File: src/inc/mrr_pkg.sv
// Shared constants and types for the mode-register read path
package mrr_pkg;

  localparam int unsigned DQ_WIDTH = 32;
  localparam int unsigned BYTE_LANES = 4;
  localparam int unsigned CA_WIDTH = 10;
  localparam int unsigned BANKS = 8;
  localparam int unsigned SEGMENTS = 8;
  localparam int unsigned TEMP_WIDTH = 3;
  localparam int unsigned MA_WIDTH = 8;

  // Command code on CA3..CA0 at the rising edge
  localparam logic [3:0] MRR_OPCODE = 4'h8;

  // Mode register addresses
  localparam logic [7:0] MA_TEMP = 8'h04;
  localparam logic [7:0] MA_BANK_MASK = 8'h10;
  localparam logic [7:0] MA_SEG_MASK = 8'h11;
  localparam logic [7:0] MA_CAL_A = 8'h20;
  localparam logic [7:0] MA_CAL_B = 8'h28;

  // Calibration patterns, bit n is beat n
  localparam logic [3:0] PATTERN_A = 4'h5;
  localparam logic [3:0] PATTERN_B = 4'hC;

  // Burst and latency
  localparam logic [1:0] FIRST_BEAT = 2'h0;
  localparam logic [1:0] LAST_BEAT = 2'h3;
  localparam logic [3:0] READ_LATENCY = 4'h3;

  // Reset values
  localparam logic [2:0] TEMP_RESET_CODE = 3'h0;
  localparam logic [7:0] MASK_RESET = 8'h00;

  // Temperature sensor interval: longest time, rounded down
  localparam int unsigned CLOCK_PERIOD_NS = 100;
  localparam int unsigned TSI_MS = 32;
  localparam int unsigned TSI_CYCLES = (TSI_MS * 1000000) / CLOCK_PERIOD_NS;

  typedef enum logic [1:0] {
    ST_IDLE = 2'b00,
    ST_LATENCY = 2'b01,
    ST_BURST = 2'b10
  } mrr_state_t;

endpackage

File: src/inc/temp_if.sv
// Temperature status carried from the sensor sampler to the read path
`timescale 1ns/1ps
`default_nettype none
interface temp_if;
  logic [mrr_pkg::TEMP_WIDTH-1:0] status;
  logic updated;
  modport sensor(output status, output updated);
  modport reader(input status, input updated);
endinterface
`default_nettype wire

File: src/rtl/mode_read_path.sv
// Mode register read path with segment/bank refresh gating and calibration readout
`timescale 1ns/1ps
`default_nettype none
// Overview of operation
// - Segment masks work alone or together with bank masks for self refresh.
// - Each segment mask bit applies to that segment in all banks.
// - In unmasked banks, masked segments are not self-refreshed.
// - Mask bit 1 blocks refresh; a cell needs bank and segment unmasked.
// - A masked bank gets no refresh at all and no retention.
// - Read decoded on CS_n low with CA3..CA0 equal to 1000.
// - Address is fall CA1:CA0 above rise CA9:CA4.
// - Register value on DQ7..0 in first beat after read latency.
// - Later beats and upper DQ lines carry defined filler.
// - All strobe pairs toggle for the whole read burst.
// - Every mode register read burst is four beats.
// - Reserved or write-only reads still give a full strobed burst.
// - Temperature status refreshed at least every sensor interval.
// - Status no older than one interval on low-power exit.
// - Temperature state reported in bits 2:0 of its register.
// - Addresses 32 and 40 return patterns A and B on each lane bit 0.
// - Pattern A is 1,0,1,0 and pattern B is 0,0,1,1 per beat.
// - Other bits of each byte copy bit 0 during calibration reads.
// - Reads accepted idle or active; prior bank state kept afterward.
module mode_read_path #(
  parameter int unsigned TSI_LIMIT = mrr_pkg::TSI_CYCLES
)
(
  input wire logic clock_i,
  input wire logic rst_b_i,
  input wire logic cs_n_i,
  input wire logic [mrr_pkg::CA_WIDTH-1:0] ca_rise_i,
  input wire logic [mrr_pkg::CA_WIDTH-1:0] ca_fall_i,
  input wire logic banks_active_i,
  input wire logic [mrr_pkg::BANKS-1:0] bank_mask_i,
  input wire logic [mrr_pkg::SEGMENTS-1:0] seg_mask_i,
  input wire logic [mrr_pkg::TEMP_WIDTH-1:0] sensor_code_i,
  input wire logic low_power_exit_i,
  output var logic [mrr_pkg::DQ_WIDTH-1:0] dq_o,
  output var logic dq_oe_b_o,
  output var logic [mrr_pkg::BYTE_LANES-1:0] dqs_t_o,
  output var logic [mrr_pkg::BYTE_LANES-1:0] dqs_c_o,
  output var logic dqs_oe_b_o,
  output var logic mrr_busy_o,
  output var logic banks_active_o,
  output var logic [mrr_pkg::BANKS*mrr_pkg::SEGMENTS-1:0] refresh_en_o,
  output var logic [mrr_pkg::TEMP_WIDTH-1:0] temp_status_o,
  output var logic temp_update_o
);
  import mrr_pkg::*;

  mrr_state_t state;
  mrr_state_t next_state;
  logic [3:0] lat_count;
  logic [3:0] next_lat_count;
  logic [1:0] beat;
  logic [1:0] next_beat;
  logic [MA_WIDTH-1:0] addr;
  logic mrr_cmd;
  logic saved_active;

  temp_if tif();

  temp_sensor_sampler #(
    .TSI_LIMIT(TSI_LIMIT)
  ) sampler (
    .clock_i(clock_i),
    .rst_b_i(rst_b_i),
    .sensor_code_i(sensor_code_i),
    .low_power_exit_i(low_power_exit_i),
    .tif(tif)
  );

  // Command decode; commands during a read are ignored, the controller must not send them
  assign mrr_cmd = !cs_n_i && (ca_rise_i[3:0] == MRR_OPCODE);

  // Word driven on one beat of the burst
  function automatic logic [DQ_WIDTH-1:0] beat_data(input logic [MA_WIDTH-1:0] ma, input logic [1:0] b);
    logic [DQ_WIDTH-1:0] word;
    word = '0;
    if (ma == MA_CAL_A)
      word = {DQ_WIDTH{PATTERN_A[b]}};
    else if (ma == MA_CAL_B)
      word = {DQ_WIDTH{PATTERN_B[b]}};
    else if (b == FIRST_BEAT)
    begin
      // Upper lanes and reserved addresses read as zero filler
      if (ma == MA_TEMP)
        word[7:0] = {5'h00, tif.status};
      else if (ma == MA_BANK_MASK)
        word[7:0] = bank_mask_i;
      else if (ma == MA_SEG_MASK)
        word[7:0] = seg_mask_i;
    end
    return word;
  endfunction

  always_comb
  begin
    next_state = state;
    next_lat_count = lat_count;
    next_beat = beat;
    case (state)
      ST_IDLE:
      begin
        if (mrr_cmd)
        begin
          next_state = ST_LATENCY;
          next_lat_count = READ_LATENCY - 4'h1;
        end
      end
      ST_LATENCY:
      begin
        if (lat_count == 4'h0)
        begin
          next_state = ST_BURST;
          next_beat = FIRST_BEAT;
        end
        else
          next_lat_count = lat_count - 4'h1;
      end
      ST_BURST:
      begin
        // Fixed four beats whatever the normal burst length
        if (beat == LAST_BEAT)
          next_state = ST_IDLE;
        else
          next_beat = beat + 2'h1;
      end
      default:
        next_state = ST_IDLE;
    endcase
  end

  always_ff @(posedge clock_i)
  begin
    if (!rst_b_i)
    begin
      state <= ST_IDLE;
      lat_count <= 4'h0;
      beat <= FIRST_BEAT;
    end
    else
    begin
      state <= next_state;
      lat_count <= next_lat_count;
      beat <= next_beat;
    end
  end

  // Address capture
  always_ff @(posedge clock_i)
  begin
    if (!rst_b_i)
      addr <= 8'h00;
    else if (state == ST_IDLE && mrr_cmd)
      addr <= {ca_fall_i[1:0], ca_rise_i[9:4]};
  end

  // Bank state is held through the read and handed back unchanged
  always_ff @(posedge clock_i)
  begin
    if (!rst_b_i)
      saved_active <= 1'b0;
    else if (state == ST_IDLE)
      saved_active <= banks_active_i;
  end

  always_ff @(posedge clock_i)
  begin
    if (!rst_b_i)
    begin
      mrr_busy_o <= 1'b0;
      banks_active_o <= 1'b0;
    end
    else
    begin
      mrr_busy_o <= (next_state != ST_IDLE);
      // The command edge itself passes the live state so the held value never steps mid-read
      banks_active_o <= (next_state == ST_IDLE || state == ST_IDLE) ? banks_active_i : saved_active;
    end
  end

  // Data and strobes loaded from the next beat so outputs come straight from flops
  always_ff @(posedge clock_i)
  begin
    if (!rst_b_i)
    begin
      dq_o <= 32'h0000_0000;
      dq_oe_b_o <= 1'b1;
      dqs_oe_b_o <= 1'b1;
      dqs_t_o <= '0;
      dqs_c_o <= '1;
    end
    else if (next_state == ST_BURST)
    begin
      dq_o <= beat_data(addr, next_beat);
      dq_oe_b_o <= 1'b0;
      dqs_oe_b_o <= 1'b0;
      dqs_t_o <= {BYTE_LANES{~next_beat[0]}};
      dqs_c_o <= {BYTE_LANES{next_beat[0]}};
    end
    else
    begin
      dq_o <= 32'h0000_0000;
      dq_oe_b_o <= 1'b1;
      dqs_oe_b_o <= 1'b1;
      dqs_t_o <= '0;
      dqs_c_o <= '1;
    end
  end

  // Refresh gate per bank and segment; an all-zero mask disables that scheme
  genvar gb, gs;
  generate
    for (gb = 0; gb < BANKS; gb++)
    begin : g_bank
      for (gs = 0; gs < SEGMENTS; gs++)
      begin : g_seg
        always_ff @(posedge clock_i)
        begin
          if (!rst_b_i)
            refresh_en_o[gb*SEGMENTS+gs] <= 1'b1;
          else
            refresh_en_o[gb*SEGMENTS+gs] <= !bank_mask_i[gb] && !seg_mask_i[gs];
        end
      end
    end
  endgenerate

  always_ff @(posedge clock_i)
  begin
    if (!rst_b_i)
    begin
      temp_status_o <= TEMP_RESET_CODE;
      temp_update_o <= 1'b0;
    end
    else
    begin
      temp_status_o <= tif.status;
      temp_update_o <= tif.updated;
    end
  end

  mrr_decode_a: assert property (@(posedge clock_i) disable iff (!rst_b_i)
    (!mrr_busy_o && !cs_n_i && ca_rise_i[3:0] == MRR_OPCODE) |=> mrr_busy_o)
    else $error("mode register read not decoded");

  read_latency_a: assert property (@(posedge clock_i) disable iff (!rst_b_i)
    (state == ST_IDLE && mrr_cmd) |-> ##1 dq_oe_b_o ##1 dq_oe_b_o ##1 dq_oe_b_o ##1 !dq_oe_b_o)
    else $error("first beat not at read latency");

  burst_four_a: assert property (@(posedge clock_i) disable iff (!rst_b_i)
    $fell(dq_oe_b_o) |-> !dq_oe_b_o[*4] ##1 dq_oe_b_o)
    else $error("read burst is not four beats");

  strobe_toggle_a: assert property (@(posedge clock_i) disable iff (!rst_b_i)
    (!dqs_oe_b_o && $past(!dqs_oe_b_o)) |-> (dqs_t_o == ~$past(dqs_t_o)) && (dqs_c_o == ~dqs_t_o))
    else $error("strobes not toggling during burst");

  strobe_with_data_a: assert property (@(posedge clock_i) disable iff (!rst_b_i)
    dq_oe_b_o == dqs_oe_b_o)
    else $error("strobes not driven with data");

  seg_readback_a: assert property (@(posedge clock_i) disable iff (!rst_b_i)
    ($fell(dq_oe_b_o) && addr == MA_SEG_MASK) |-> dq_o == {24'h00_0000, $past(seg_mask_i)})
    else $error("segment mask not on first beat");

  cal_pattern_a: assert property (@(posedge clock_i) disable iff (!rst_b_i)
    ($fell(dq_oe_b_o) && addr == MA_CAL_A) |->
      dq_o == 32'hFFFF_FFFF ##1 dq_o == 32'h0000_0000 ##1 dq_o == 32'hFFFF_FFFF ##1 dq_o == 32'h0000_0000)
    else $error("calibration pattern A wrong");

  cal_pattern_b_a: assert property (@(posedge clock_i) disable iff (!rst_b_i)
    ($fell(dq_oe_b_o) && addr == MA_CAL_B) |->
      dq_o == 32'h0000_0000 ##1 dq_o == 32'h0000_0000 ##1 dq_o == 32'hFFFF_FFFF ##1 dq_o == 32'hFFFF_FFFF)
    else $error("calibration pattern B wrong");

  refresh_gate_a: assert property (@(posedge clock_i) disable iff (!rst_b_i)
    ##1 refresh_en_o[9] == !($past(bank_mask_i[1]) || $past(seg_mask_i[1])))
    else $error("refresh gate ignores a mask");

  bank_hold_a: assert property (@(posedge clock_i) disable iff (!rst_b_i)
    (mrr_busy_o && $past(mrr_busy_o)) |-> $stable(banks_active_o))
    else $error("bank state changed during read");

endmodule
`default_nettype wire

File: src/rtl/temp_sensor_sampler.sv
// Periodic sampler that refreshes the temperature status field
`timescale 1ns/1ps
`default_nettype none
module temp_sensor_sampler #(
  parameter int unsigned TSI_LIMIT = mrr_pkg::TSI_CYCLES
)
(
  input wire logic clock_i,
  input wire logic rst_b_i,
  input wire logic [mrr_pkg::TEMP_WIDTH-1:0] sensor_code_i,
  input wire logic low_power_exit_i,
  temp_if.sensor tif
);
  import mrr_pkg::*;

  localparam int unsigned CW = $clog2(TSI_LIMIT + 1);
  localparam logic [CW-1:0] RELOAD = CW'(TSI_LIMIT - 1);

  logic [CW-1:0] interval_count;
  logic [CW-1:0] since_update;
  logic fire;

  // Exit from a low-power state forces a fresh sample
  assign fire = (interval_count == '0) || low_power_exit_i;

  always_ff @(posedge clock_i)
  begin
    if (!rst_b_i)
      interval_count <= RELOAD;
    else if (fire)
      interval_count <= RELOAD;
    else
      interval_count <= interval_count - 1'b1;
  end

  always_ff @(posedge clock_i)
  begin
    if (!rst_b_i)
    begin
      tif.status <= TEMP_RESET_CODE;
      tif.updated <= 1'b0;
    end
    else
    begin
      tif.updated <= fire;
      if (fire)
        tif.status <= sensor_code_i;
    end
  end

  // Helper: cycles since the last published update
  always_ff @(posedge clock_i)
  begin
    if (!rst_b_i)
      since_update <= '0;
    else if (tif.updated)
      since_update <= '0;
    else
      since_update <= since_update + 1'b1;
  end

  tsi_interval_a: assert property (@(posedge clock_i) disable iff (!rst_b_i) since_update <= CW'(TSI_LIMIT))
    else $error("temperature status older than the sensor interval");

  exit_refresh_a: assert property (@(posedge clock_i) disable iff (!rst_b_i)
    low_power_exit_i |=> tif.updated && tif.status == $past(sensor_code_i))
    else $error("status not refreshed on low-power exit");

endmodule
`default_nettype wire

File: config.mk
export PLATFORM = sky130hd
export DESIGN_NAME = mode_read_path
export DESIGN_NICKNAME = d
export VERILOG_FILES = /design/src/inc/mrr_pkg.sv /design/src/inc/temp_if.sv /design/src/rtl/mode_read_path.sv /design/src/rtl/temp_sensor_sampler.sv
export SDC_FILE = /design/constraint.sdc
export NUM_CORES = 1
export LEC_CHECK = 0
export ABC_CLOCK_PERIOD_IN_PS = 6300
export BUFFER_PORTS_ARGS = -buffer_cell sky130_fd_sc_hd__buf_2
export CORE_UTILIZATION = 55
export CTS_BUF_LIST = sky130_fd_sc_hd__clkbuf_2
export DETAILED_ROUTE_END_ITERATION = 8
export PLACE_DENSITY = 0.89
export SKIP_LAST_GASP = 1
export SLEW_MARGIN = 25
export SYNTH_ARGS = -nofsm -noshare
export SYNTH_HDL_FRONTEND = slang
export SYNTH_HIERARCHICAL = 1
export SYNTH_SLANG_ARGS = --single-unit
File: constraint.sdc
create_clock -name clock_i -period 6.3 [get_ports clock_i]
set_input_delay 0.315 -clock clock_i [delete_from_list [all_inputs] [get_ports clock_i]]
set_output_delay 0.315 -clock clock_i [all_outputs]
set_load 0.1 [all_outputs]
==> metrics.md <==
| Metric | Value |
|---|---|
| Status | finished clean |
| Final #Nets | 646 |
| Pleak | around 0.0025 uW |
| Initial Util | 0.5780 |
| H-tree depth | 4 |
| Final critical-path required period | 2683 ps |
| Final Non-Filler Cells | 710 |
| Clk sinks | 122 |
| Normalized max-slew margin | 0.4909 |
| Seq pwr share | 0.487 |
| Top FF cell, synth | dfxtp_1 |
| Share of the synthesized area in the top cell type | 0.5357 |
| DP HPWL | 7498 um |
| GRT overflow | 0 |
| Row Count | 32 |
| Final setup vio count | 0 |
| VDD IR max | around 150 uV |
| Hold_sp | cs_n_i |
| Area Growth Syn to Fin | 25.05% |
| Initial antenna violation count | 0 |
| Combinational Power Share | 0.211 |
| Hold_buf cts | 33 |
| Pwr per Cell Area | 296.6 nW/um2 |
| Port Buffers | 147 |
| N_diodes | 0 |
| Synth area leaders | dfxtp_1, o21ai_0, buf_4 |
| CP Class | flip-flop to flip-flop |
| Fin area | 5702 um2 |
| Critical Path RT | 6900 ps |
| Crit path max fanout | 9 |
| DIE WIDTH | 93.05 um |
| Async set-reset flop share out of synthesis | 0 |
| GRT Util Overall | 0.2818 |
| Main combinational cell family by area after synthesis | compound AO/OA/AOI/OAI gates |
| CTS root buffer | clkbuf_2 |
| Crit path arrival time | around 3300 ps |
| Sequential fraction of the synthesis area | 0.5357 |
| CTS tree | yes |
| I/O pins | 156 |
| Core Region | 7888 um2 |
| Max-cap violation count | 0 |
| DR WL/cell | 16.85 um |
| DRT Wirelength | 11,970 um |
| Share of cells above drive strength 1 | 0.3372 |
| First-pass GRT wire length | 18,710 um |
| Clk slew on worst S/H paths | approximately 200 ps |
| Cell accounting for the most synthesized area | dfxtp_1 |
| Slew Limit Fails | 0 |
| Cell Area, Placed | 5121 um2 |
| Layout fillers | 536 |
| NetSw | 631.8 uW |
| Vias in the first global route | 3,770 |
| Num CTS Buffers | 17 |
| Setup_tns | 0 ps |
| Setup crit start kind | flip-flop |
| Most frequent cells in the layout | buf_2, dfxtp_1, o21ai_0 |
| Syn Inst Count | 442 |
| Unrepaired setup endpoints after global routing | no |
| DP Cell Count | 645 |
| Syn_nets | 493 |
| Post-synth EDFFs | 0 |
| Die height | 93.05 um |
| Latest clock arrival within the worst-skew pair | 680 ps |
| Worst slew pin tran | 757.9 ps |
| Cts repair resizes | 0 |
| Worst min-delay path class | input port to flip-flop |
| Post-synth design cell area | 4559 um2 |
| Unique masters post-synth | 64 |
| Via density | 5.593 |
| Largest net degree at the start of global routing | 85 |
| Avg Inst Size Synth | 10.32 um2 |
| Synth Area in Compound Gates | 0.1806 |
| Adder-cell share of the synthesized area | 0.01921 |
| FF-to-FF End | dq_o[4] |
| Syn. warnings | 6 |
| Switching fraction of total power | 0.3736 |
| Initial DRC count | 219 |
| Simple-Gate Fraction of Synth Area | 0.1375 |
| Worst Setup End Kind | flip-flop |
| Most common cell after layout, fill and taps aside | buf_2 |
| Clock Power Share | 0.302 |
| Antenna-violating nets left | 0 |
| Fin util | 0.7229 |
| #FFs+latches synth | 122 |
| Mux share of post-synthesis cell area | 0.02195 |
| Via count | 3,971 |
| Hold EP | addr[7] |
| DIE AREA | just under 9000 um2 |
| Placer Congestion | 0.7691 |
| XOR/XNOR share of the synthesized area | 0.02497 |
| Clk buf depth | 2 |
| Fin crit share | 0.4258 |
| Residual DRC | 0 |
| Fin. Hold Viols | 0 |
| Tot Pwr | approximately 1700 uW |
| Worst r2r src | state[0] |
| Worst Reg-to-Reg Cells | 6 |
| First drt pass iteration count | 6 |
| Pint | 1059 uW |
| Post-CTS setup buffers | 0 |
| Reg-to-reg slack, setup | 3620 ps |
| Fmax | 372.7 MHz |
| Worst Clk Skew | 32.35 ps |
| Cell depth of the worst hold path | 4 |
cells in the mapped netlist, types with 3 or more instances:
library cell  number
nor2_1            27
o211ai_1           4
nor2b_1            3
buf_4             31
a222oi_1           3
nand4_1            3
xnor2_1            4
buf_2              4
a41oi_1            3
nand2_1           18
or4_1              3
a21oi_1            9
nand3b_1           4
xor2_1             9
mux2i_1           10
o21ai_0           69
nor4_2             3
clkbuf_1          11
and3_1             3
and2_1             6
inv_1             12
a22oi_1            5
ha_1               7
o21bai_2           7
dfxtp_1          122
nand3_1            7
o21ai_1            3
a31oi_1            4
power by group through the flow:
stage / registers [uW] / logic [uW] / clock network, uW
finish: 823 / 357 / 511
global route: 827 / 369 / 552
CTS: 821 / 354 / 517
detailed placement: 837 / 337 / 0
global placement: 836 / 332 / 0
floorplan: 1050 / 55.0 / 0
worst max-delay path by stage:
stage | depth (start not counted) | slack [ps] | from | end
finish | 6 | 3620 | state[0] | dq_o[4]
detailed placement | 6 | 3390 | rst_b_i | dq_o[6]
global placement | 6 | 3470 | rst_b_i | dq_o[4]
floorplan | 8 | 4110 | state[0] | dq_o[2]
CTS | 6 | 3620 | state[0] | dq_o[4]
global route | 6 | 3450 | state[0] | dq_o[4]
stage by stage:
| step | worst slack (ps) | hold WS [ps] |
|---|---|---|
| 3_3_place_gp | 3472 | 413.2 |
| 6_report | 3617 | 199.9 |
| 4_1_cts | 3618 | 139.2 |
| 2_1_floorplan | 4105 | 401.2 |
| 5_1_grt | 3449 | 202.4 |
| 3_5_place_dp | 3394 | 418.0 |
sequential cells by signal (all words and copies together) (netlist names):
register,count
sampler/interval_count,19
dqs_t_o,1
dqs_oe_b_o,1
refresh_en_o,64
dq_o,9
saved_active,1
temp_status_o,3
temp_update_o,1
sampler/tif.updated,1
mrr_busy_o,1
beat,2
lat_count,4
dqs_c_o,1
addr,8
sampler/tif.status,3
state,2
banks_active_o,1
layer usage:
metal  share of wire  track usage  vias up
li1                -            -     1855
met1            0.39       0.3172     1896
met3           0.073      0.06504       29
met5               0            0        -
met4           0.024       0.1192        0
met2            0.51       0.5080      191
cell type report:
| class | instances | area (um2) | share of cell area |
|---|---|---|---|
| clock buffer | 17 | 85.08 | 0.01492 |
| clock inverter | 15 | 165.2 | 0.02897 |
| inverter | 13 | 48.80 | 0.008558 |
| multi-input combinational | 259 | 1752 | 0.3072 |
| sequential | 122 | 2442 | 0.4284 |
| tap | 102 | 127.6 | 0.02238 |
| timing repair buffer | 182 | 1081 | 0.1896 |
critical path: stages, from the launching register on:
cell	delay, ps
dfxtp_1	370
inv_1	130
ha_1	390
o21ai_1	260
a2111o_1	500
or4b_1	740
o21bai_2	200
logic make-up (layout without fill, tap and decap cells):
logic type	Yosys count	after routing
compound gates	127	127
xor+xnor	13	13
fa+ha+maj	7	7
buf+inv	61	227
flops	122	122
mux	10	10
simple gates	102	102
Note: power is estimated with default switching activity, not from simulation.
